$ cat src/design/isa_mode_pkg.sv
// Constants, types and register layout for the encoding mode and format decoder.
// Assumes one core clock domain; straps arrive asynchronously from outside the core.
package isa_mode_pkg;

   // Register offsets on the plain register port (byte addresses)
   localparam logic [7:0] CFG_THREE_OFFSET = 8'h00;
   localparam logic [7:0] DEBUG_CTL_OFFSET = 8'h04;

   // Field positions in cfg_reg_three
   localparam int ENC_FIELD_LSB = 14;
   localparam int ENC_FIELD_MSB = 15;
   localparam int EXC_SEL_BIT = 16;

   // Field positions in debug_port_control_reg
   localparam int DBG_SEL_BIT = 0;
   localparam int DBG_MODE_BIT = 1;

   // Implemented-encodings field values
   localparam logic [1:0] ENC_BASE_ONLY = 2'h0;
   localparam logic [1:0] ENC_COMP_ONLY = 2'h1;
   localparam logic [1:0] ENC_BOTH_BASE = 2'h2;
   localparam logic [1:0] ENC_BOTH_COMP = 2'h3;

   // Mode flag values
   localparam logic MODE_BASE = 1'b0;
   localparam logic MODE_COMP = 1'b1;

   // Values after reset
   localparam logic MODE_RESET = 1'b0;
   localparam logic SEL_RESET = 1'b0;
   localparam logic [1:0] BOOT_SETTLE_CYCLES = 2'h3;

   // Offset scaling
   localparam int BASE_OFFSET_SHIFT = 2;
   localparam int COMP_OFFSET_SHIFT = 1;

   // Major opcode classes
   localparam logic [5:0] MAJOR_REG_POOL = 6'h00;
   localparam logic [2:0] POOL_LOW_BITS = 3'h0;
   localparam logic [5:0] BASE_JUMP_A = 6'h02;
   localparam logic [5:0] BASE_JUMP_B = 6'h03;
   localparam logic [5:0] COMP_JUMP_A = 6'h35;
   localparam logic [5:0] COMP_JUMP_B = 6'h3d;
   localparam logic [5:0] COMP_JUMP_C = 6'h3c;
   localparam logic [2:0] SHORT_LOW_A = 3'h1;
   localparam logic [2:0] SHORT_LOW_B = 3'h2;
   localparam logic [2:0] SHORT_LOW_C = 3'h3;

   // Coprocessors present: only the system coprocessor
   localparam logic [3:0] COP_IMPLEMENTED = 4'h1;

   typedef enum logic [3:0] {
      RK_NONE = 4'b0000,
      JUMP_LINK_EXCHANGE = 4'b0001,
      JUMP_VIA_REGISTER = 4'b0010,
      JUMP_VIA_REGISTER_BARRIER = 4'b0011,
      JUMP_LINK_VIA_REGISTER = 4'b0100,
      JUMP_LINK_VIA_REGISTER_BARRIER = 4'b0101,
      EXC_ENTRY = 4'b0110,
      DEBUG_ENTRY = 4'b0111,
      ERROR_ENTRY = 4'b1000,
      EXC_RETURN = 4'b1001,
      COP_OP = 4'b1010
   } retire_kind_t;

   typedef struct packed {
      logic valid;
      retire_kind_t kind;
      logic [31:0] srcValue;
      logic vectorFromBase;
      logic retPcBit0;
      logic [1:0] copNum;
   } retire_t;

   typedef struct packed {
      logic valid;
      logic [31:0] targetPc;
      logic linkBit0;
      logic savedMode;
      logic reservedInstrExc;
      logic addrExcOnFetch;
      logic copUnusableExc;
   } result_t;

   typedef struct packed {
      logic valid;
      logic length32;
      logic [5:0] majorOpcode;
      logic [5:0] minorOpcode;
      logic minorAtLow;
      logic minorAtTwelve;
      logic immRightAligned;
      logic [2:0] regCount;
      logic [3:0][4:0] regField;
      logic [31:0] branchOffset;
   } decode_t;

   typedef enum logic [1:0] {
      BOOT_WAIT = 2'b00,
      BOOT_LOAD = 2'b01,
      BOOT_RUN = 2'b10
   } boot_state_t;

endpackage

$ cat src/design/isa_mode_decode.sv
// Encoding mode flag, its switching on jumps and exceptions, and instruction format decode.
// Assumes the pipeline presents one retiring event per cycle at most, and fetch words with
// a valid strobe; straps are asynchronous pins and are synchronised here.
//
// Chosen here: the plain strobed port and the placing of the registers.
`timescale 1ns/1ps
`default_nettype none

module isa_mode_decode
(
   input wire logic clock,
   input wire logic rst,
   // Straps from outside the core
   input wire logic [1:0] encodingsStrap,
   input wire logic excEncodingStrap,
   input wire logic debugEncodingStrap,
   // Software register port
   input wire logic [7:0] regAddr,
   input wire logic [31:0] regWrData,
   input wire logic regWrStrobe,
   input wire logic regRdStrobe,
   output logic [31:0] regRdData,
   // Debug probe access to the debug control register
   input wire logic probeWrStrobe,
   input wire logic [31:0] probeWrData,
   output logic [31:0] probeRdData,
   // Retirement events from the pipeline
   input wire isa_mode_pkg::retire_t retireIn,
   output isa_mode_pkg::result_t resultOut,
   // Fetch words to decode
   input wire logic fetchValid,
   input wire logic [31:0] fetchWord,
   input wire logic bigEndian,
   output isa_mode_pkg::decode_t decodeOut,
   // Current mode toward fetch
   output logic modeFlag,
   output logic bootDone
);

   // Synchroniser stages for the straps
   logic [3:0] strapMeta;
   logic [3:0] strapSync;
   // Captured configuration
   logic [1:0] encodingsField_reg;
   logic excSel_reg;
   logic debugSel_reg;
   logic mode_reg;
   logic mode_next;
   logic [1:0] settleCount_reg;
   isa_mode_pkg::boot_state_t bootState_reg;
   logic bothEncodings;
   logic fixedMode;
   isa_mode_pkg::result_t result_next;
   isa_mode_pkg::decode_t decode_next;
   logic [31:0] cfgThreeView;
   logic [31:0] debugCtlView;

   // Two-flop synchroniser; the first stage feeds only the second
   always_ff @(posedge clock or posedge rst)
   begin
      if (rst)
      begin
         strapMeta <= 4'h0;
         strapSync <= 4'h0;
      end
      else
      begin
         strapMeta <= {debugEncodingStrap, excEncodingStrap, encodingsStrap};
         strapSync <= strapMeta;
      end
   end

   // Boot sequencer: wait for the synchroniser to settle, then latch straps once
   always_ff @(posedge clock or posedge rst)
   begin
      if (rst)
      begin
         bootState_reg <= isa_mode_pkg::BOOT_WAIT;
         settleCount_reg <= 2'h0;
      end
      else
      begin
         case (bootState_reg)
            isa_mode_pkg::BOOT_WAIT:
            begin
               settleCount_reg <= settleCount_reg + 2'h1;
               if (settleCount_reg == isa_mode_pkg::BOOT_SETTLE_CYCLES - 2'h1)
                  bootState_reg <= isa_mode_pkg::BOOT_LOAD;
            end
            isa_mode_pkg::BOOT_LOAD:
               bootState_reg <= isa_mode_pkg::BOOT_RUN;
            isa_mode_pkg::BOOT_RUN:
               bootState_reg <= isa_mode_pkg::BOOT_RUN;
            default:
               bootState_reg <= isa_mode_pkg::BOOT_WAIT;
         endcase
      end
   end

   assign bootDone = (bootState_reg == isa_mode_pkg::BOOT_RUN);

   // Implemented-encodings field is read-only; the pin value is sampled at boot only
   always_ff @(posedge clock or posedge rst)
   begin
      if (rst)
         encodingsField_reg <= isa_mode_pkg::ENC_BASE_ONLY;
      else if (bootState_reg == isa_mode_pkg::BOOT_LOAD)
         encodingsField_reg <= strapSync[1:0];
   end

   assign bothEncodings = encodingsField_reg[1];
   // With one encoding the low bit names it; with both it names the boot mode
   assign fixedMode = encodingsField_reg[0];

   // Exception handler encoding: strap at boot, software writes later
   always_ff @(posedge clock or posedge rst)
   begin
      if (rst)
         excSel_reg <= isa_mode_pkg::SEL_RESET;
      else if (bootState_reg == isa_mode_pkg::BOOT_LOAD)
         excSel_reg <= strapSync[2];
      else if (regWrStrobe && regAddr == isa_mode_pkg::CFG_THREE_OFFSET)
         excSel_reg <= regWrData[isa_mode_pkg::EXC_SEL_BIT];
   end

   // Debug handler encoding: strap at boot, probe writes later
   always_ff @(posedge clock or posedge rst)
   begin
      if (rst)
         debugSel_reg <= isa_mode_pkg::SEL_RESET;
      else if (bootState_reg == isa_mode_pkg::BOOT_LOAD)
         debugSel_reg <= strapSync[3];
      else if (probeWrStrobe)
         debugSel_reg <= probeWrData[isa_mode_pkg::DBG_SEL_BIT];
   end

   // Register views; the mode itself is read back at DBG_MODE_BIT of the debug control register
   always_comb
   begin
      cfgThreeView = 32'h0000_0000;
      cfgThreeView[isa_mode_pkg::ENC_FIELD_MSB:isa_mode_pkg::ENC_FIELD_LSB] =
         encodingsField_reg;
      cfgThreeView[isa_mode_pkg::EXC_SEL_BIT] = excSel_reg;
      debugCtlView = 32'h0000_0000;
      debugCtlView[isa_mode_pkg::DBG_SEL_BIT] = debugSel_reg;
      debugCtlView[isa_mode_pkg::DBG_MODE_BIT] = mode_reg;
   end

   // Read data one cycle after the strobe; unmapped reads return zero
   always_ff @(posedge clock or posedge rst)
   begin
      if (rst)
         regRdData <= 32'h0000_0000;
      else if (regRdStrobe)
      begin
         case (regAddr)
            isa_mode_pkg::CFG_THREE_OFFSET: regRdData <= cfgThreeView;
            isa_mode_pkg::DEBUG_CTL_OFFSET: regRdData <= debugCtlView;
            default: regRdData <= 32'h0000_0000;
         endcase
      end
      else
         regRdData <= 32'h0000_0000;
   end

   // Probe sees the debug control register continuously
   always_ff @(posedge clock or posedge rst)
   begin
      if (rst)
         probeRdData <= 32'h0000_0000;
      else
         probeRdData <= debugCtlView;
   end

   // Next mode and retirement answer
   always_comb
   begin
      mode_next = mode_reg;
      result_next = '0;
      result_next.valid = retireIn.valid;
      result_next.linkBit0 = mode_reg;
      result_next.savedMode = mode_reg;
      // Bit 0 never reaches the program counter
      result_next.targetPc = {retireIn.srcValue[31:1], 1'b0};
      if (bootState_reg == isa_mode_pkg::BOOT_LOAD)
         mode_next = strapSync[0];
      else if (retireIn.valid && bootDone)
      begin
         case (retireIn.kind)
            isa_mode_pkg::JUMP_LINK_EXCHANGE:
            begin
               if (bothEncodings)
                  mode_next = ~mode_reg;
               else
                  result_next.reservedInstrExc = 1'b1;
            end
            isa_mode_pkg::JUMP_VIA_REGISTER,
            isa_mode_pkg::JUMP_VIA_REGISTER_BARRIER,
            isa_mode_pkg::JUMP_LINK_VIA_REGISTER,
            isa_mode_pkg::JUMP_LINK_VIA_REGISTER_BARRIER:
            begin
               if (bothEncodings)
                  mode_next = retireIn.srcValue[0];
               else
                  result_next.addrExcOnFetch =
                     (retireIn.srcValue[0] != fixedMode);
               // Link value carries the mode before the jump
               result_next.linkBit0 = mode_reg;
            end
            isa_mode_pkg::EXC_ENTRY,
            isa_mode_pkg::ERROR_ENTRY:
            begin
               result_next.savedMode = mode_reg;
               if (bothEncodings)
               begin
                  // Fixed vectors outside the base keep the boot encoding
                  if (retireIn.vectorFromBase)
                     mode_next = excSel_reg;
                  else
                     mode_next = fixedMode;
               end
            end
            isa_mode_pkg::DEBUG_ENTRY:
            begin
               result_next.savedMode = mode_reg;
               if (bothEncodings)
                  mode_next = debugSel_reg;
            end
            isa_mode_pkg::EXC_RETURN:
            begin
               if (bothEncodings)
                  mode_next = retireIn.retPcBit0;
            end
            isa_mode_pkg::COP_OP:
               // Same outcome in either encoding, never a reserved trap
               result_next.copUnusableExc =
                  ~isa_mode_pkg::COP_IMPLEMENTED[retireIn.copNum];
            default:
               mode_next = mode_reg;
         endcase
      end
      if (bootDone && !bothEncodings)
         mode_next = fixedMode;
   end

   // Mode flag: one register, moves only at boot or retirement
   always_ff @(posedge clock or posedge rst)
   begin
      if (rst)
         mode_reg <= isa_mode_pkg::MODE_RESET;
      else
         mode_reg <= mode_next;
   end

   assign modeFlag = mode_reg;

   // Retirement answer registered, one cycle after the event
   always_ff @(posedge clock or posedge rst)
   begin
      if (rst)
         resultOut <= '0;
      else
         resultOut <= result_next;
   end

   // Format decode of the fetched word
   always_comb
   begin
      logic [15:0] firstHalf;
      logic [15:0] secondHalf;
      logic [31:0] instr;
      logic [5:0] major;
      logic isPool;
      logic isJump;
      logic [25:0] rawImm;
      logic [31:0] extImm;
      firstHalf = 16'h0000;
      secondHalf = 16'h0000;
      instr = 32'h0000_0000;
      major = 6'h00;
      isPool = 1'b0;
      isJump = 1'b0;
      rawImm = 26'h000_0000;
      extImm = 32'h0000_0000;
      decode_next = '0;
      decode_next.valid = fetchValid;
      // Halfword order follows endianness
      firstHalf = bigEndian ? fetchWord[31:16] : fetchWord[15:0];
      secondHalf = bigEndian ? fetchWord[15:0] : fetchWord[31:16];
      if (mode_reg == isa_mode_pkg::MODE_COMP)
      begin
         // Major opcode halfword leads, so it forms the top of the word
         instr = {firstHalf, secondHalf};
         major = firstHalf[15:10];
         decode_next.length32 = !(major[2:0] == isa_mode_pkg::SHORT_LOW_A ||
            major[2:0] == isa_mode_pkg::SHORT_LOW_B ||
            major[2:0] == isa_mode_pkg::SHORT_LOW_C);
         isJump = (major == isa_mode_pkg::COMP_JUMP_A ||
            major == isa_mode_pkg::COMP_JUMP_B || major == isa_mode_pkg::COMP_JUMP_C);
      end
      else
      begin
         instr = fetchWord;
         major = fetchWord[31:26];
         decode_next.length32 = 1'b1;
         isJump = (major == isa_mode_pkg::BASE_JUMP_A || major == isa_mode_pkg::BASE_JUMP_B);
      end
      decode_next.majorOpcode = major;
      isPool = (major[2:0] == isa_mode_pkg::POOL_LOW_BITS);
      if (decode_next.length32)
      begin
         // Register fields at fixed positions, 5 bits each
         decode_next.regField[0] = instr[25:21];
         decode_next.regField[1] = instr[20:16];
         decode_next.regField[2] = instr[15:11];
         decode_next.regField[3] = instr[10:6];
         if (isJump)
         begin
            decode_next.regCount = 3'h0;
            decode_next.immRightAligned = 1'b1;
            rawImm = instr[25:0];
            extImm = {{6{rawImm[25]}}, rawImm};
         end
         else if (major == isa_mode_pkg::MAJOR_REG_POOL)
         begin
            decode_next.regCount = 3'h4;
            decode_next.minorAtLow = 1'b1;
            decode_next.minorOpcode = instr[5:0];
         end
         else if (isPool)
         begin
            // Others put the minor field between the register fields and the immediate
            decode_next.regCount = 3'h2;
            decode_next.minorAtTwelve = 1'b1;
            decode_next.minorOpcode = {2'h0, instr[15:12]};
            rawImm = {14'h0000, instr[11:0]};
            extImm = {{20{instr[11]}}, instr[11:0]};
         end
         else
         begin
            decode_next.regCount = 3'h2;
            decode_next.immRightAligned = 1'b1;
            rawImm = {10'h000, instr[15:0]};
            extImm = {{16{instr[15]}}, instr[15:0]};
         end
      end
      else
      begin
         // Short forms: 3-bit fields widened, mapping done downstream
         decode_next.regCount = 3'h2;
         decode_next.regField[0] = {2'h0, firstHalf[9:7]};
         decode_next.regField[1] = {2'h0, firstHalf[6:4]};
         decode_next.regField[2] = 5'h00;
         decode_next.regField[3] = 5'h00;
         decode_next.immRightAligned = 1'b1;
         rawImm = {16'h0000, firstHalf[9:0]};
         extImm = {{22{firstHalf[9]}}, firstHalf[9:0]};
      end
      // Offset scaling follows the current encoding
      if (mode_reg == isa_mode_pkg::MODE_COMP)
         decode_next.branchOffset = extImm << isa_mode_pkg::COMP_OFFSET_SHIFT;
      else
         decode_next.branchOffset = extImm << isa_mode_pkg::BASE_OFFSET_SHIFT;
   end

   // Decode answer registered, one cycle after the fetch word
   always_ff @(posedge clock or posedge rst)
   begin
      if (rst)
         decodeOut <= '0;
      else
         decodeOut <= decode_next;
   end

endmodule // isa_mode_decode

`default_nettype wire

$ cat config.mk
export PLATFORM = sky130hd
export DESIGN_NAME = isa_mode_decode
export DESIGN_NICKNAME = d
export VERILOG_FILES = /design/src/design/isa_mode_pkg.sv /design/src/design/isa_mode_decode.sv
export SDC_FILE = /design/constraint.sdc
export NUM_CORES = 1
export LEC_CHECK = 0
export ABC_AREA = 1
export BUFFER_PORTS_ARGS = -buffer_cell sky130_fd_sc_hd__buf_4
export CORE_AREA = 2 2 128 130
export CTS_CLUSTER_SIZE = 8
export DETAILED_ROUTE_END_ITERATION = 16
export DIE_AREA = 0 0 130 132
export PLACE_DENSITY = 0.68
export RECOVER_POWER = 100
export REMOVE_ABC_BUFFERS = 1
export SLEW_MARGIN = 0
export SYNTH_ARGS = -nofsm -noshare
export SYNTH_HDL_FRONTEND = slang
export SYNTH_SLANG_ARGS = --single-unit
$ cat constraint.sdc
create_clock -name clock -period 4.4 [get_ports clock]
set_input_delay 0.44 -clock clock [delete_from_list [all_inputs] [get_ports clock]]
set_output_delay 0.44 -clock clock [all_outputs]
set_load 0.05 [all_outputs]
==> results of run 1 <==
-- final timing paths --
check                                        from                      end  slack (ns)
max reg2reg                  modeFlag$_DFFE_PP0P_  decodeOut[10]$_DFF_PP0_        1.17
min reg2reg                strapMeta[0]$_DFF_PP0_   strapSync[0]$_DFF_PP0_        0.35
min                                    fetchValid  decodeOut[71]$_DFF_PP0_        0.15
min in group asynchronous                     rst  resultOut[30]$_DFF_PP0_        0.89
max                          modeFlag$_DFFE_PP0P_  decodeOut[10]$_DFF_PP0_        1.17
max in group asynchronous                     rst  decodeOut[45]$_DFF_PP0_        2.07
-- cell usage after synthesis (2+ instances only) --
cell and count:
ha_1 5, buf_2 7, nor3_1 5, dfrtp_1 124, nand2_4 2, nor2_4 3, buf_4 70, mux2i_1 4
o22ai_1 4, nand2_2 3, inv_1 49, nand3_1 20, a21oi_1 20, or2_2 2, nor2_1 40, clkbuf_1 6
inv_2 4, o21ai_1 7, buf_6 6, o21ai_0 49, nand2_1 188, o211ai_1 4
-- power breakdown --
part / total [mW] / switching (mW) / internal, mW
clock: 1.53 / 0.500 / 1.03
sequential: 1.36 / 0.0561 / 1.30
combinational: 1.36 / 1.13 / 0.230
total: 4.25 / 1.69 / 2.56
-- cell families (layout without fill, tap and decap cells) --
kind of cell | after synthesis | count (layout) | synth area share, %
AO/OA/AOI/OAI | 86 | 86 | 8.10
XOR/XNOR | 2 | 2 | 0.308
adder cells (fa/ha/maj) | 5 | 5 | 1.10
buffers and inverters | 143 | 299 | 15.1
flip-flops | 124 | 124 | 54.6
multiplexers | 4 | 4 | 0.704
other | 1 | 60 | 0.0660
AND/OR/NAND/NOR | 271 | 271 | 20.0
-- layer usage --
metal / vias to the layer above / part of all wire [%]
met3: 11 / 7.7
met1: 2163 / 43
met2: 206 / 48
li1: 2280 / -
met4: 0 / 0.97
met5: - / 0
-- per-stage QoR --
| stage | std cells | hold slack [ns] | instance area [sq um] | utilization, % |
|---|---|---|---|---|
| 4_1_cts | 1067 | 0.112 | 7780 | 49.5 |
| 2_1_floorplan | 606 | 0.331 | 5260 | - |
| 3_5_place_dp | 1036 | 0.335 | 7140 | 45.4 |
| 3_3_place_gp | 1036 | 0.333 | 7140 | 45.4 |
| 6_report | 1067 | 0.152 | 7320 | 46.6 |
| 5_1_grt | 1067 | 0.135 | 7320 | 46.6 |
-- cell type report --
class / instances / area [sq um] / area share (%)
multi-input cells: 428 / 1930 / 26.4
repair buffers: 214 / 1160 / 15.8
clock buffers: 20 / 457 / 6.24
flip-flops and latches: 124 / 3100 / 42.4
well taps: 216 / 270 / 3.69
clock inverters: 11 / 191 / 2.61
inverters: 54 / 209 / 2.85
-- worst max-delay path: stages, from the launching register on --
cell and delay (ns):
dfrtp_1 0.36, clkbuf_1 0.80, nand2_4 0.52, nand2_1 0.16
nand2_1 0.11, nor2_4 0.16, nand2_4 0.11, nor2_8 0.21
inv_1 0.27, o21ai_0 0.21, o21ai_0 0.13
==> impl_metrics.yaml, run 1 <==
cts:
  cts_tree: "yes"
  cts_setup_buffers: 0
  cts_made_buffers: 17
  cts_buffer_depth: 2
  ctsHoldBuffers: 0
  htree_levels: 4
  insertion_delay_ns: 0.41
  cts_resized: 0
  cts_num_sinks: 124
  cts.clk_slew.worst_paths_ns: 0.06
  root_buffer: "clkbuf_16"
die:
  floorplan.die.width_microns: 130
  die_area_sq_um: 17200
  initial_utilization_pct: 36.2
  die_h_microns: 132
  core_sq_um: 15700
  row_count: 46
  io_pins: 332
logic_synthesis:
  seq_area_frac_synth_pct: 54.6
  yosysWarnings: 0
  synth-edff-count: 0
  ys_ff_latch: 124
  netlist-cell-type-count: 36
  synth_top_cell_by_area: "dfrtp_1"
  async_flop_share_pct: 100
  synth_top_area_share_pct: 54.6
  avgSynthCellArea_sq_um: 8.94
  synth-main-ff-cell: "dfrtp_1"
  netlist_top_cells_area: "dfrtp_1 (55%), nand2_1 (12%), buf_4 (9.2%)"
  synth_cells: 636
  syn-cell-area_sq_um: 5690
worst_setup_path:
  worstSetupPathType: "reg2reg"
  worstRegToRegCells: 10
  arrival_ns: 3.48
  cp.required_ns: 4.64
  cp-end-kind: "flop"
  cp-start-kind: "flop"
  cp_max_fo: 53
timing:
  tightest_slew_ns: 3.02
  finalWorstSetupSlack_ns: 1.17
  max_slew_margin_pct: -103
  finalCritPeriodShare_pct: 73.5
  finalSetupViolations: 0
  skew_ns: 0.00789
  period_needed_ns: 3.23
  hold_violations: 0
  rsz0062_at_grt: "no"
  tns_ns: 0
  finalMaxSlewViolations: 71
  fmax_mhz: 309
detailed_routing:
  final_antenna_net_count: 0
  vias: 4660
  avgRoutedWirePerCell_microns: 14.3
  first_iter_violations: 210
  routed_wl_mm: 15.2
  vias_per_cell: 4.37
  drc_errors: 0
  firstDrtPassIters: 4
run:
  cap_viol_max_count: 1
global_route:
  grt_util_all_layers_pct: 17.6
  grt_pass1_wl_mm: 23.0
  grt_pass1_vias: 4425
  overflow: 0
  met2_usage_pct: 28.9
  met3_usage_pct: 4.71
  top_usage_layer: "met2"
  antenna_found_initial: 0
  grt_max_degree: 71
  use_met1_pct: 22.4
finish:
  area_growth_pct: 28.8
  reg_top3: "decodeOut (65), resultOut (35), regRdData (5)"
  layout_commonest_cell: "nand2_1"
  layout-drive-gt1-share_pct: 16.6
  n_fill_cell: 1652
  largest_register_ffs: 65
  final_cell_mix: "nand2_1 (189), dfrtp_1 (124), clkbuf_1 (120)"
  diodes: 0
  nets: 1000
  largest_register: "decodeOut"
power:
  p_leak_nw: 3.79
  peakVddDrop_mv: 0.267
  p_total_mw: 4.25
  p_per_area_nw_per_um2: 580
status:
  outcome: "finished with violations"
  violations: "max-capacitance violations, max-slew violations"
hold_path:
  min_path_cells: 1
  min_path_type: "in2reg"
placed_design:
  hpwl_mm: 11.1
  pre_cts_ws_ns: 1.79
  place_congestion: 0.820
  io_buffers: 209
No activity file was read; power rests on OpenSTA's default activity.
==> inputs of run 2 (changes only) <==
==> constraint.sdc (replaced) <==
create_clock -name clock -period 3.2 [get_ports clock]
set_input_delay 0.32 -clock clock [delete_from_list [all_inputs] [get_ports clock]]
set_output_delay 0.32 -clock clock [all_outputs]
set_load 0.05 [all_outputs]
==> impl_metrics.yaml, run 2 (same netlist as run 1, synthesis figures left out) <==
power:
  p_per_area_nw_per_um2: 759
  peakVddDrop_mv: 0.398
  p_leak_nw: 3.91
timing:
  finalSetupViolations: 0
  finalCritPeriodShare_pct: 77.9
  tightest_slew_ns: 1.42
  tns_ns: 0
  period_needed_ns: 2.49
  max_slew_margin_pct: 4.89
  skew_ns: 0.00444
  hold_violations: 0
  fmax_mhz: 401
  finalMaxSlewViolations: 0
  rsz0062_at_grt: "no"
die:
  core_sq_um: 15700
  io_pins: 332
  initial_utilization_pct: 36.2
  die_h_microns: 132
  row_count: 46
  die_area_sq_um: 17200
  floorplan.die.width_microns: 130
worst_setup_path:
  cp_slowest_cell: "dfrtp_1"
  arrival_ns: 2.79
  cp-start-kind: "flop"
  worstPathCellList: "nand2_1 -> nand2_1 -> nand2_1 -> nor2_1 -> nand2_4 -> nor2_8 -> nor2_4 -> nand3_2 -> nand2_1 -> nand2_1 -> nand2_1"
  cp-end-kind: "flop"
  cp.required_ns: 3.49
  cp_max_fo: 12
  slowest_delay_ns: 0.60
  crit_path_frequent_cell: "nand2_1"
  worstSetupPathType: "reg2reg"
finish:
  largest_register_ffs: 65
  final_cells: 1100
  diodes: 0
  final_util_pct: 48.3
  nets: 1032
  layout-drive-gt1-share_pct: 16.6
  final_cell_mix: "nand2_1 (189), dfrtp_1 (124), clkbuf_1 (120)"
  layout_commonest_cell: "nand2_1"
  reg_top3: "decodeOut (65), resultOut (35), regRdData (5)"
  fin_area_sq_um: 7580
  area_growth_pct: 33.4
  largest_register: "decodeOut"
status:
  outcome: "finished clean"
hold_path:
  min_path_type: "in2reg"
cts:
  root_buffer: "clkbuf_16"
  cts_setup_buffers: 0
  cts_tree: "yes"
  cts.clk_slew.worst_paths_ns: 0.06
  cts_num_sinks: 124
  ctsHoldBuffers: 17
  htree_levels: 4
  cts_resized: 0
  cts_buffer_depth: 2
  insertion_delay_ns: 0.41
  cts_made_buffers: 17
global_route:
  grt_pass1_vias: 4494
  grt_util_all_layers_pct: 17.6
  antenna_found_initial: 0
  grt_max_degree: 66
  overflow: 0
  grt_pass1_wl_mm: 22.9
detailed_routing:
  vias_per_cell: 4.34
  avgRoutedWirePerCell_microns: 14.1
  first_iter_violations: 177
  routed_wl_mm: 15.5
  firstDrtPassIters: 5
  vias: 4777
  drc_errors: 0
  final_antenna_net_count: 0
placed_design:
  place_congestion: 0.820
  dpl.cell_count: 1042
  dpl-instance-area_sq_um: 7190
  hpwl_mm: 11.4
  io_buffers: 209
run:
  cap_viol_max_count: 0
[run 2: final timing paths]
check / startpoint / endpoint / slack, ns / cells after the start
worst max-delay path: modeFlag$_DFFE_PP0P_ / decodeOut[23]$_DFF_PP0_ / 0.71 / 11
worst min-delay path: retireIn[28] / resultOut[29]$_DFF_PP0_ / 0.04 / 1
worst max register to register: modeFlag$_DFFE_PP0P_ / decodeOut[23]$_DFF_PP0_ / 0.71 / 11
worst min register to register: strapMeta[2]$_DFF_PP0_ / strapSync[2]$_DFF_PP0_ / 0.35 / 0
max in group asynchronous: rst / decodeOut[3]$_DFF_PP0_ / 0.83 / 4
min in group asynchronous: rst / probeRdData[1]$_DFF_PP0_ / 0.79 / 3
[run 2: cell type report]
class                           instances  area [sq um]
Tap cell                              216           270
Timing Repair Buffer                  246          1460
Clock inverter                         12           161
Inverter                               54           209
Multi-Input combinational cell        428          1920
Sequential cell                       124          3100
Clock buffer                           20           457
Fill cell                            1619          8130
[run 2: power by group]
part / switching (mW) / internal, mW / leakage, nW / total (mW)
clock network: 0.716 / 1.27 / 0.294 / 1.99
logic: 1.55 / 0.348 / 2.12 / 1.90
registers: 0.0860 / 1.79 / 1.49 / 1.87
[run 2: layer usage]
layer | vias to the layer above | part of all wire, % | global-route usage (%)
li1 | 2335 | - | -
met1 | 2199 | 42 | 21.4
met2 | 222 | 48 | 29.6
met3 | 21 | 7.8 | 4.71
met4 | 0 | 1.8 | 6.75
met5 | - | 0 | 0
[run 2: per-stage QoR]
stage	hold WS (ns)	worst slack [ns]	power, mW
global route	0.0233	0.424	6.03
detailed placement	0.335	0.967	4.02
floorplan	0.331	-0.419	3.30
CTS	0.0000486	0.952	6.05
finish	0.0432	0.706	5.76
global placement	0.334	0.918	4.01
[run 2: critical path, delay by kind of cell, from the launching register on]
kind             cells  cell delay (ns)
and+or+nand+nor     11             1.77
DFF                  1             0.60
==> inputs of run 3 (changes only) <==
==> constraint.sdc (replaced) <==
create_clock -name clock -period 2.4 [get_ports clock]
set_input_delay 0.24 -clock clock [delete_from_list [all_inputs] [get_ports clock]]
set_output_delay 0.24 -clock clock [all_outputs]
set_load 0.05 [all_outputs]
==> impl_metrics.yaml, run 3 (same netlist as run 1, synthesis figures left out) <==
finish:
  largest_register: "decodeOut"
  nets: 1046
  final_cells: 1113
  final_util_pct: 49.0
  area_growth_pct: 35.5
  layout_commonest_cell: "nand2_1"
  layout-drive-gt1-share_pct: 16.2
  final_cell_mix: "nand2_1 (190), dfrtp_1 (124), clkbuf_1 (123)"
  reg_top3: "decodeOut (65), resultOut (35), regRdData (5)"
  largest_register_ffs: 65
  diodes: 0
detailed_routing:
  firstDrtPassIters: 6
  drc_errors: 0
  avgRoutedWirePerCell_microns: 14.0
  routed_wl_mm: 15.6
  vias: 4860
  final_antenna_net_count: 0
  vias_per_cell: 4.37
  first_iter_violations: 220
timing:
  finalSetupViolations: 0
  period_needed_ns: 2.15
  finalCritPeriodShare_pct: 89.4
  max_slew_margin_pct: 37.3
  skew_ns: 0.0117
  finalMaxSlewViolations: 0
  hold_violations: 0
  fmax_mhz: 466
  tightest_slew_ns: 0.939
  finalWorstSetupSlack_ns: 0.255
  rsz0062_at_grt: "no"
power:
  swShare_pct: 40.8
  p_per_area_nw_per_um2: 974
  p_comb_share_pct: 34.4
  switchingPower_mw: 3.06
  peakVddDrop_mv: 0.520
  seq_power_share_pct: 33.2
  clockPowerShare_pct: 32.4
  p_leak_nw: 3.97
  p_total_mw: 7.50
  p_int_mw: 4.44
die:
  row_count: 46
  initial_utilization_pct: 36.2
  floorplan.die.width_microns: 130
  io_pins: 332
  die_h_microns: 132
  die_area_sq_um: 17200
  core_sq_um: 15700
global_route:
  grt_pass1_vias: 4744
  grt_pass1_wl_mm: 24.1
  overflow: 0
  antenna_found_initial: 0
  grt_max_degree: 54
  grt_util_all_layers_pct: 18.3
cts:
  cts_resized: 0
  cts.clk_slew.worst_paths_ns: 0.06
  root_buffer: "clkbuf_16"
  cts_num_sinks: 124
  insertion_delay_ns: 0.41
  cts_made_buffers: 17
  cts_tree: "yes"
  htree_levels: 4
  cts_buffer_depth: 2
status:
  outcome: "finished clean"
worst_setup_path:
  worstSetupPathType: "reg2reg"
  slowest_delay_ns: 0.42
  cp-end-kind: "flop"
  cp.required_ns: 2.65
  cp-startpoint: "modeFlag$_DFFE_PP0P_"
  cp_slowest_cell: "dfrtp_1"
  cp_max_fo: 19
  rr_startpoint: "modeFlag$_DFFE_PP0P_"
  rrSetupSlack_ns: 0.25
  worstPathCellList: "buf_12 -> nor2_1 -> a21oi_1 -> nand2_4 -> nor2_8 -> inv_1 -> nand2_1 -> o21ai_0"
  arrival_ns: 2.40
  cp-start-kind: "flop"
placed_design:
  io_buffers: 209
  hpwl_mm: 11.3
  pre_cts_ws_ns: 0.327
  dpl.cell_count: 1044
  place_congestion: 0.834
hold_path:
  min_path_type: "in2reg"
  hp-start: "fetchWord[29]"
run:
  cap_viol_max_count: 0
## run 3: cell types whose count changed in the layout (fill, tap and decap cells not counted), moves of 2 or more
cell,previous run,this run
dlygate4sd3_1,26,38
inv_6,4,1
nor2_1,42,40
nand2_2,3,1
clkbuf_1,120,123
clkinv_2,1,5
buf_12,0,2
clkinv_4,2,0
clkinvlp_4,3,1
nor2_4,1,3
## run 3: power by group through the flow
stage	Combinational [mW]	Clock [mW]	Sequential [mW]
after floorplan	0.752	0	3.65
after CTS	2.90	2.49	2.50
after detailed placement	2.84	0	2.53
final	2.58	2.43	2.49
after global placement	2.83	0	2.53
after global routing	2.76	2.60	2.52
## run 3: worst paths after layout
check,depth (start not counted),endpoint
worst max-delay path,8,decodeOut[7]$_DFF_PP0_
worst min-delay path,3,decodeOut[67]$_DFF_PP0_
worst max register to register,8,decodeOut[7]$_DFF_PP0_
worst min register to register,0,strapSync[0]$_DFF_PP0_
max in group asynchronous,4,resultOut[37]$_DFF_PP0_
min in group asynchronous,3,resultOut[27]$_DFF_PP0_
## run 3: critical path: cells and delay by family, from the launching register on
family | cells | cell delay, ns
buf+inv | 2 | 0.45
simple gates | 4 | 0.64
compound gates | 2 | 0.48
flops | 1 | 0.42
## run 3: area by class of cell
type                       count  area [sq um]
clock buffer                  23           468
clock inverter                 8          92.6
fill                        1600          8010
inverter                      54           208
multi-input combinational    428          1940
sequential                   124          3100
tap                          216           270
timing repair buffer         260          1620
## run 3: stage by stage
step           TNS (ns)  instance area, sq um  hold slack [ns]
5_1_grt               0                  7700           0.0722
3_5_place_dp          0                  7230            0.338
3_3_place_gp          0                  7230            0.335
2_1_floorplan   -154.29                  5260            0.271
6_report              0                  7700           0.0729
4_1_cts               0                  8170           0.0608
## run 3: repair_timing
action / 4_1_cts / 5_1_grt
hold buffers: 38 / 0
buffers inserted: 0 / 0
endpoints found under the hold margin: 80 / 0
## run 3: routing by layer
metal	vias to the layer above	routed length, microns	GRT usage [%]
met5	-	0	0
met4	0	335	7.35
met3	26	981	4.38
met2	225	7440	30.6
met1	2236	6810	22.5
li1	2373	-	-
